[src/flash_seq_pkg.sv]
package flash_seq_pkg;

	// ****************************************************************
	// Bus map
	// ****************************************************************
	localparam int          ADDR_W         = 17;
	localparam int          DATA_W         = 32;
	localparam int          ARRAY_SEL_BIT  = 16;
	localparam logic [16:0] DIV_OFS        = 17'h00000;
	localparam logic [16:0] STAT_OFS       = 17'h00004;
	localparam logic [16:0] CMD_OFS        = 17'h00008;

	// ****************************************************************
	// Field positions and reset values
	// ****************************************************************
	localparam int         DIV_VAL_LSB     = 0;
	localparam int         DIV_VAL_W       = 6;
	localparam int         DIV_PRE8_BIT    = 6;
	localparam int         DIV_DONE_BIT    = 7;
	localparam int         STAT_CBEF_BIT   = 7;
	localparam int         STAT_CCF_BIT    = 6;
	localparam int         STAT_ACCERR_BIT = 4;
	localparam int         STAT_BLANK_BIT  = 2;
	localparam logic [5:0] DIV_VAL_RESET   = 6'h00;
	localparam int         PAGE_LSB        = 9;
	localparam int         ROW_LSB         = 6;
	localparam logic [9:0] PRE8_FACTOR     = 10'h008;

	// ****************************************************************
	// Command codes
	// ****************************************************************
	localparam logic [7:0] CMD_BLANK = 8'h05;
	localparam logic [7:0] CMD_BYTE  = 8'h20;
	localparam logic [7:0] CMD_BURST = 8'h25;
	localparam logic [7:0] CMD_PAGE  = 8'h40;
	localparam logic [7:0] CMD_MASS  = 8'h41;
	localparam logic [7:0] CMD_RESET = 8'h00;

	// ****************************************************************
	// Durations in timing clock periods
	// ****************************************************************
	localparam logic [14:0] BYTE_TICKS  = 15'h0009;
	localparam logic [14:0] BURST_TICKS = 15'h0004;
	localparam int          PAGE_TICKS  = 4000;
	localparam int          MASS_TICKS  = 20000;
	localparam logic [14:0] BLANK_TICKS = 15'h0010;

	typedef enum logic [1:0] {SEQ_IDLE, SEQ_ADDR, SEQ_CMD} seq_state_type;

	function automatic logic isValidCmd(input logic [7:0] code);
		return code == CMD_BLANK || code == CMD_BYTE || code == CMD_BURST ||
			code == CMD_PAGE || code == CMD_MASS;
	endfunction : isValidCmd

endpackage : flash_seq_pkg

[src/flash_timing_if.sv]
`timescale 1ns/10ps
interface flash_timing_if;
	logic [5:0]  divValue;
	logic        pre8;
	logic        divReady;
	logic        start;
	logic [14:0] ticks;
	logic        abort;
	logic        busy;
	logic        done;

	modport seq (output divValue, pre8, divReady, start, ticks, abort,
		input busy, done);
	modport timer (input divValue, pre8, divReady, start, ticks, abort,
		output busy, done);
endinterface : flash_timing_if

[src/flash_pulse_timer.sv]
`timescale 1ns/10ps
module flash_pulse_timer (
	input wire logic     mclk,
	input wire logic     sys_rst,
	flash_timing_if.timer tim
);

	logic [9:0]  preCnt_reg;
	logic [9:0]  preLimit;
	logic        tick;
	logic [14:0] remain_reg;
	logic        busy_reg;
	logic        done_reg;

	// Timing clock period in bus cycles: (div+1), times 8 when prescaled
	always_comb begin
		preLimit = {4'h0, tim.divValue} + 10'h001;
		if (tim.pre8)
			preLimit = 10'(preLimit * flash_seq_pkg::PRE8_FACTOR);
		preLimit = preLimit - 10'h001;
	end

	assign tick = tim.divReady && preCnt_reg == preLimit;

	// Restarted at each command start so a pulse spans whole periods
	always_ff @(posedge mclk or posedge sys_rst) begin
		if (sys_rst)
			preCnt_reg <= 10'h000;
		else if (!tim.divReady || tim.start || tick)
			preCnt_reg <= 10'h000;
		else
			preCnt_reg <= preCnt_reg + 10'h001;
	end

	always_ff @(posedge mclk or posedge sys_rst) begin
		if (sys_rst) begin
			busy_reg   <= 1'b0;
			remain_reg <= 15'h0000;
			done_reg   <= 1'b0;
		end else begin
			done_reg <= 1'b0;
			if (tim.start) begin
				busy_reg   <= 1'b1;
				remain_reg <= tim.ticks;
			end else if (tim.abort) begin
				busy_reg <= 1'b0;
			end else if (busy_reg && tick) begin
				remain_reg <= remain_reg - 15'h0001;
				if (remain_reg == 15'h0001) begin
					busy_reg <= 1'b0;
					done_reg <= 1'b1;
				end
			end
		end
	end

	assign tim.busy = busy_reg;
	assign tim.done = done_reg;

endmodule : flash_pulse_timer

[src/flash_command_sequencer.sv]
// The Avalon-MM register port and the register addresses were left to the implementer.
`timescale 1ns/10ps
module flash_command_sequencer #(
	parameter int PAGE_ERASE_TICKS = flash_seq_pkg::PAGE_TICKS,
	parameter int MASS_ERASE_TICKS = flash_seq_pkg::MASS_TICKS
) (
	input  wire logic        mclk,
	input  wire logic        sys_rst,
	input  wire logic [16:0] avs_address,
	input  wire logic        avs_read,
	input  wire logic        avs_write,
	input  wire logic [31:0] avs_writedata,
	input  wire logic [3:0]  avs_byteenable,
	output logic      [31:0] avs_readdata,
	output logic             avs_waitrequest,
	input  wire logic        stopRequest,
	input  wire logic        arrayBlank,
	output logic      [7:0]  flashCmd,
	output logic      [15:0] flashAddr,
	output logic      [7:0]  flashData,
	output logic             opActive,
	output logic             hvEnable
);

	// ****************************************************************
	// Declarations
	// ****************************************************************
	flash_timing_if tim ();

	logic                        stopMeta_reg;
	logic                        stopSync_reg;
	logic                        ack_reg;
	logic [31:0]                 readdata_reg;
	logic                        accept;
	logic                        wrAcc;
	logic                        wrArray;
	logic                        wrDiv;
	logic                        wrStat;
	logic                        wrCmd;
	logic [5:0]                  divValue_reg;
	logic                        divPre8_reg;
	logic                        divDone_reg;
	flash_seq_pkg::seq_state_type seqState_reg;
	flash_seq_pkg::seq_state_type seqState_next;
	logic [15:0]                 stageAddr_reg;
	logic [7:0]                  stageData_reg;
	logic [7:0]                  stageCmd_reg;
	logic                        pendValid_reg;
	logic                        pendFast_reg;
	logic                        execBusy_reg;
	logic [7:0]                  execCmd_reg;
	logic [15:0]                 execAddr_reg;
	logic [7:0]                  execData_reg;
	logic                        accErr_reg;
	logic                        blank_reg;
	logic                        cbef;
	logic                        ccf;
	logic                        launch;
	logic                        startNow;
	logic                        startPend;
	logic                        stopAbort;
	logic                        errSet;
	logic                        chainOk;
	logic [7:0]                  statusByte;

	// Cycles of the timing clock for one command
	function automatic logic [14:0] cmdTicks(input logic [7:0] code,
		input logic fast);
		logic [14:0] t;
		t = flash_seq_pkg::BLANK_TICKS;
		if (code == flash_seq_pkg::CMD_BYTE)
			t = flash_seq_pkg::BYTE_TICKS;
		else if (code == flash_seq_pkg::CMD_BURST)
			t = fast ? flash_seq_pkg::BURST_TICKS
				: flash_seq_pkg::BYTE_TICKS;
		else if (code == flash_seq_pkg::CMD_PAGE)
			t = 15'(PAGE_ERASE_TICKS);
		else if (code == flash_seq_pkg::CMD_MASS)
			t = 15'(MASS_ERASE_TICKS);
		return t;
	endfunction : cmdTicks

	// ****************************************************************
	// Stop request synchroniser
	// ****************************************************************
	always_ff @(posedge mclk or posedge sys_rst) begin
		if (sys_rst) begin
			stopMeta_reg <= 1'b0;
			stopSync_reg <= 1'b0;
		end else begin
			stopMeta_reg <= stopRequest;
			stopSync_reg <= stopMeta_reg;
		end
	end

	// ****************************************************************
	// Avalon slave: one wait cycle, then the access completes
	// ****************************************************************
	assign avs_waitrequest = (avs_read || avs_write) && !ack_reg;
	assign accept          = (avs_read || avs_write) && ack_reg;
	assign wrAcc           = accept && avs_write && avs_byteenable[0];
	assign wrArray         = wrAcc && avs_address[flash_seq_pkg::ARRAY_SEL_BIT];
	assign wrDiv           = wrAcc && avs_address == flash_seq_pkg::DIV_OFS;
	assign wrStat          = wrAcc && avs_address == flash_seq_pkg::STAT_OFS;
	assign wrCmd           = wrAcc && avs_address == flash_seq_pkg::CMD_OFS;

	always_ff @(posedge mclk or posedge sys_rst) begin
		if (sys_rst)
			ack_reg <= 1'b0;
		else
			ack_reg <= (avs_read || avs_write) && !ack_reg;
	end

	assign cbef = !pendValid_reg;
	assign ccf  = !execBusy_reg && !pendValid_reg;

	always_comb begin
		statusByte = 8'h00;
		statusByte[flash_seq_pkg::STAT_CBEF_BIT]   = cbef;
		statusByte[flash_seq_pkg::STAT_CCF_BIT]    = ccf;
		statusByte[flash_seq_pkg::STAT_ACCERR_BIT] = accErr_reg;
		statusByte[flash_seq_pkg::STAT_BLANK_BIT]  = blank_reg;
	end

	// Read data is settled during the wait cycle so it stands at the ack
	always_ff @(posedge mclk or posedge sys_rst) begin
		if (sys_rst) begin
			readdata_reg <= 32'h00000000;
		end else if (avs_read && !ack_reg) begin
			unique case (avs_address)
				flash_seq_pkg::DIV_OFS:
					readdata_reg <= {24'h000000, divDone_reg, divPre8_reg,
						divValue_reg};
				flash_seq_pkg::STAT_OFS:
					readdata_reg <= {24'h000000, statusByte};
				flash_seq_pkg::CMD_OFS:
					readdata_reg <= {24'h000000, stageCmd_reg};
				default:
					readdata_reg <= 32'h00000000;
			endcase
		end
	end

	assign avs_readdata = readdata_reg;

	// ****************************************************************
	// Clock divider
	// ****************************************************************
	always_ff @(posedge mclk or posedge sys_rst) begin
		if (sys_rst) begin
			divValue_reg <= flash_seq_pkg::DIV_VAL_RESET;
			divPre8_reg  <= 1'b0;
			divDone_reg  <= 1'b0;
		end else if (wrDiv && !divDone_reg && !accErr_reg &&
			seqState_reg == flash_seq_pkg::SEQ_IDLE) begin
			divValue_reg <= avs_writedata[flash_seq_pkg::DIV_VAL_LSB +:
				flash_seq_pkg::DIV_VAL_W];
			divPre8_reg  <= avs_writedata[flash_seq_pkg::DIV_PRE8_BIT];
			divDone_reg  <= 1'b1;
		end
	end

	// ****************************************************************
	// Command sequence checking
	// ****************************************************************
	assign launch = wrStat && avs_writedata[flash_seq_pkg::STAT_CBEF_BIT] &&
		seqState_reg == flash_seq_pkg::SEQ_CMD && !accErr_reg;
	assign stopAbort = stopSync_reg && execBusy_reg;

	// Any step out of order raises the error; a raised error blocks all
	always_comb begin
		errSet = stopAbort;
		if (!accErr_reg) begin
			if (wrArray && (!divDone_reg || !cbef ||
				seqState_reg != flash_seq_pkg::SEQ_IDLE))
				errSet = 1'b1;
			if (wrCmd && (seqState_reg != flash_seq_pkg::SEQ_ADDR))
				errSet = 1'b1;
			if (wrCmd && !flash_seq_pkg::isValidCmd(avs_writedata[7:0]))
				errSet = 1'b1;
			if (wrDiv && seqState_reg != flash_seq_pkg::SEQ_IDLE)
				errSet = 1'b1;
			if (wrStat && seqState_reg != flash_seq_pkg::SEQ_IDLE &&
				!launch)
				errSet = 1'b1;
		end
	end

	always_comb begin
		seqState_next = seqState_reg;
		if (errSet || launch)
			seqState_next = flash_seq_pkg::SEQ_IDLE;
		else if (wrArray && !accErr_reg)
			seqState_next = flash_seq_pkg::SEQ_ADDR;
		else if (wrCmd && !accErr_reg)
			seqState_next = flash_seq_pkg::SEQ_CMD;
	end

	always_ff @(posedge mclk or posedge sys_rst) begin
		if (sys_rst)
			seqState_reg <= flash_seq_pkg::SEQ_IDLE;
		else
			seqState_reg <= seqState_next;
	end

	// Command buffer: address, data and code held until launch
	always_ff @(posedge mclk or posedge sys_rst) begin
		if (sys_rst) begin
			stageAddr_reg <= 16'h0000;
			stageData_reg <= 8'h00;
			stageCmd_reg  <= flash_seq_pkg::CMD_RESET;
		end else begin
			if (wrArray && !errSet && !accErr_reg) begin
				stageAddr_reg <= avs_address[15:0];
				stageData_reg <= avs_writedata[7:0];
			end
			if (wrCmd && !errSet && !accErr_reg)
				stageCmd_reg <= avs_writedata[7:0];
		end
	end

	// ****************************************************************
	// Error and blank flags
	// ****************************************************************
	always_ff @(posedge mclk or posedge sys_rst) begin
		if (sys_rst)
			accErr_reg <= 1'b0;
		else if (errSet)
			accErr_reg <= 1'b1;
		else if (wrStat && avs_writedata[flash_seq_pkg::STAT_ACCERR_BIT])
			accErr_reg <= 1'b0;
	end

	always_ff @(posedge mclk or posedge sys_rst) begin
		if (sys_rst)
			blank_reg <= 1'b0;
		else if (tim.done && execCmd_reg == flash_seq_pkg::CMD_BLANK)
			blank_reg <= arrayBlank;
		else if (launch)
			blank_reg <= 1'b0;
	end

	// ****************************************************************
	// Execution: one running command and one queued behind it
	// ****************************************************************
	// A queued burst byte gets the shorter burst time only on the same row
	assign chainOk = execBusy_reg &&
		execCmd_reg == flash_seq_pkg::CMD_BURST &&
		stageCmd_reg == flash_seq_pkg::CMD_BURST &&
		stageAddr_reg == execAddr_reg + 16'h0001 &&
		stageAddr_reg[flash_seq_pkg::ROW_LSB-1:0] != '0;
	assign startNow  = launch && !execBusy_reg;
	assign startPend = pendValid_reg && tim.done && !stopAbort;

	always_ff @(posedge mclk or posedge sys_rst) begin
		if (sys_rst) begin
			pendValid_reg <= 1'b0;
			pendFast_reg  <= 1'b0;
		end else if (stopAbort) begin
			pendValid_reg <= 1'b0;
		end else if (launch && execBusy_reg) begin
			pendValid_reg <= 1'b1;
			pendFast_reg  <= chainOk;
		end else if (startPend) begin
			pendValid_reg <= 1'b0;
		end
	end

	always_ff @(posedge mclk or posedge sys_rst) begin
		if (sys_rst) begin
			execBusy_reg <= 1'b0;
			execCmd_reg  <= flash_seq_pkg::CMD_RESET;
			execAddr_reg <= 16'h0000;
			execData_reg <= 8'h00;
		end else if (startNow || startPend) begin
			execBusy_reg <= 1'b1;
			execCmd_reg  <= stageCmd_reg;
			execData_reg <= stageData_reg;
			if (stageCmd_reg == flash_seq_pkg::CMD_PAGE)
				execAddr_reg <= {stageAddr_reg[15:flash_seq_pkg::PAGE_LSB],
					9'h000};
			else
				execAddr_reg <= stageAddr_reg;
		end else if (stopAbort || tim.done) begin
			execBusy_reg <= 1'b0;
		end
	end

	// Pump stays on between chained bursts; blank check needs no voltage
	always_ff @(posedge mclk or posedge sys_rst) begin
		if (sys_rst)
			hvEnable <= 1'b0;
		else if (startNow || startPend)
			hvEnable <= stageCmd_reg != flash_seq_pkg::CMD_BLANK;
		else if (stopAbort || tim.done)
			hvEnable <= 1'b0;
	end

	assign flashCmd  = execCmd_reg;
	assign flashAddr = execAddr_reg;
	assign flashData = execData_reg;
	assign opActive  = execBusy_reg;

	// ****************************************************************
	// Pulse timer
	// ****************************************************************
	assign tim.divValue = divValue_reg;
	assign tim.pre8     = divPre8_reg;
	assign tim.divReady = divDone_reg;
	assign tim.start    = startNow || startPend;
	assign tim.ticks    = cmdTicks(stageCmd_reg, startPend && pendFast_reg);
	assign tim.abort    = stopAbort;

	flash_pulse_timer timer (
		.mclk    (mclk),
		.sys_rst (sys_rst),
		.tim     (tim)
	);

endmodule : flash_command_sequencer

[config.mk]
export PLATFORM = sky130hd
export DESIGN_NAME = flash_command_sequencer
export DESIGN_NICKNAME = d
export VERILOG_FILES = /design/src/flash_seq_pkg.sv /design/src/flash_timing_if.sv /design/src/flash_pulse_timer.sv /design/src/flash_command_sequencer.sv
export SDC_FILE = /design/constraint.sdc
export NUM_CORES = 1
export LEC_CHECK = 0
export BUFFER_PORTS_ARGS = -buffer_cell sky130_fd_sc_hd__buf_4
export CAP_MARGIN = 30
export CORE_MARGIN = 5
export CORE_UTILIZATION = 57
export CTS_CLUSTER_SIZE = 16
export DETAILED_ROUTE_END_ITERATION = 8
export PLACE_DENSITY = 0.85
export SLEW_MARGIN = 25
export SYNTH_ARGS = -nofsm -noshare
export SYNTH_HDL_FRONTEND = slang
export SYNTH_HIERARCHICAL = 1
export SYNTH_SLANG_ARGS = --single-unit
[constraint.sdc]
create_clock -name mclk -period 3.8 [get_ports mclk]
set_input_delay 0.76 -clock mclk [delete_from_list [all_inputs] [get_ports mclk]]
set_output_delay 0.76 -clock mclk [all_outputs]
set_load 0.02 [all_outputs]
==> out/results.txt <==
status: completed
Area Overhead vs Synth: 17.8%
Initial Utilization: 58.1%
commonest non-fill, non-tap cells in the layout: 118 x dfrtp_1, 89 x buf_4, 67 x nand2_1
EDFF count, synth: 0
reg-to-reg slack, setup: 0.36 ns
post-cts sizing count: 0
Via-to-Cell Ratio: 6.27
Slew Viols, Final: 0
VDD IR max: 0.000336 V
Leak: 3.88 nW
Pre-antenna DRT Iters: 6
Die Wd: 121 um
Netlist Area Pre-Place: 6980 sq um
CP Capture Type: flop
unrepaired setup endpoints after global routing: false
crit path DAT: 3.79 ns
Die Y: 121 um
asr flop ratio synth: 100%
CP Class: reg2reg
antenna viol nets, final: 0
PwrDens: 375 nW/um^2
Achievable Freq: 0.291 GHz
worst-margin pin slew: 0.780 ns
Root Buffer Master: clkbuf_16
Reg-to-Reg Start: divValue_reg[0]
Post-CTS Setup Inserts: 0
reg2reg end: timer/remain_reg[14]
setup TNS: 0 ns
Max-Cap Viols: 0
DPL Wire Length: 12700 um
Die ar.: 14600 sq um
share of the synthesized area in the top cell type: 42.3%
global-route wire length before repair: 29600 um
initial antenna violation count: 0
First DRT Iteration DRCs: 535
final hold vios: 0
most common cell after layout, fill and taps aside: dfrtp_1
crit-path max FO: 7
hold buffers post-CTS: 0
Worst R2R Path Depth: 10
sequential element share of the synthesized area: 42.3%
Boundary Pins: 126
clk sink count: 118
CTS tree: yes
Post-Layout Inst Area: 8220 sq um
DR vias: 6011
Ys Warns: 6
vias in the first global route: 5948
later-pin clock latency in the skew report: 0.42 ns
area leader, netlist: dfrtp_1
Setup-failing EPs final: 0
# rows: 40
startpoint types: flop
H-tree depth: 4
Reg clk slew, reported paths: 0.06 ns
worst hold path class: in2async
grt ovf: 0
Distinct cells, synth: 78
Finished Core Util: 68.5%
hold slack final: 0.373 ns
pin count of the biggest net entering global routing: 56
Syn Inst Count: 722
RePlAce Congestion: 0.887
syn_area_per_cell: 9.67 sq um
CP Data Required Time: 4.15 ns
Num CTS Buffers: 17
Fin Clk Skew: 0.00787 ns
Nets: 864
area of the core: 12000 sq um
number of buffers added on ports: 74
# diodes: 0
number of fillers in the final layout: 894
GRT Util Overall: 25.4%
Slew Limit Headroom: 47.9%
layout cells sized above 1: 24.1%
register bit total from synthesis: 118
WL final: 17800 um
drt drc: 0
per-cell routed wire length: 18.5 um
Final period util: 90.5%
largest cells by area after synthesis: dfrtp_1 42%, mux2_2 9.4%, nand2_1 3.6%
clock period minus worst slack: 3.44 ns
Area after DPL: 7620 sq um
top_reg_cell synth: dfrtp_1
CTS max path bufs: 2
==> cells in the mapped netlist (all sizes together) (14+ instances only) <==
cell type,n
buf,39
o21ai,34
inv,17
nand3,31
nand4,16
clkbuf,20
nor2,51
nor3,17
a21oi,18
nor2b,14
nand2b,14
xor2,15
dfrtp,118
mux2,59
xnor2,22
nand2,67
mux2i,16
==> where the power goes <==
group,switching (mW),internal [mW]
combinational,0.112,0.0549
sequential,0.0188,1.27
clock,0.579,1.05
total,0.709,2.37
==> routing by layer <==
metal  vias up  GRT usage [%]  wire length, um
li1       2731              -                -
met1      2965           32.3             7330
met2       270           43.1             8960
met3        45           5.38             1120
met4         0           8.99              363
met5         -              0                0
==> cells by family after synthesis <==
group / Yosys count / synth area share [%]
AOI/OAI and AO/OA: 116 / 11.3
xor gates and xnor gates: 37 / 4.75
adders and majority gates: 6 / 1.08
buffers and inverters: 76 / 5.77
DFF: 118 / 42.3
muxes: 75 / 11.8
other: 1 / 0.0537
and+or+nand+nor: 293 / 23.0
==> cell type report <==
type                    count  area (sq um)  share of cell area, %
repair buffers             90           683                   8.31
clock buffers              21           450                   5.48
clock inverters            11           150                   1.83
multi-input cells         555          3740                   45.4
inverters                  17          66.3                  0.806
flip-flops and latches    118          2950                   35.9
well taps                 147           184                   2.24
==> critical path, stage by stage, from the launching register on <==
cell and delay [ns]:
dfrtp_1 0.38, ha_1 0.36, nand2_1 0.10, ha_1 0.20
o21ai_2 0.12, or3_1 0.41, o211a_1 0.22, o31a_1 0.35
or4_1 0.70, or4_1 0.45, nand3_1 0.09
==> worst max path at each step <==
stage | slack, ns | startpoint | to | cells after the start
6_report | 0.36 | divValue_reg[0] | timer/remain_reg[14] | 10
5_1_grt | 0.17 | divValue_reg[0] | timer/remain_reg[14] | 9
4_1_cts | 0.39 | divValue_reg[0] | timer/remain_reg[14] | 10
3_5_place_dp | 0.43 | divValue_reg[0] | timer/remain_reg[14] | 10
3_3_place_gp | 0.48 | divValue_reg[0] | timer/remain_reg[14] | 10
2_1_floorplan | 0.37 | divPre8_reg | timer/remain_reg[14] | 13
==> metrics by stage <==
step	worst slack (ns)	instances	total power [mW]
global route	0.168	959	3.19
global placement	0.478	926	1.46
floorplan	0.374	749	1.42
detailed placement	0.431	927	1.47
finish	0.362	959	3.08
CTS	0.391	959	3.10
Note: power is estimated with default switching activity, not from simulation.
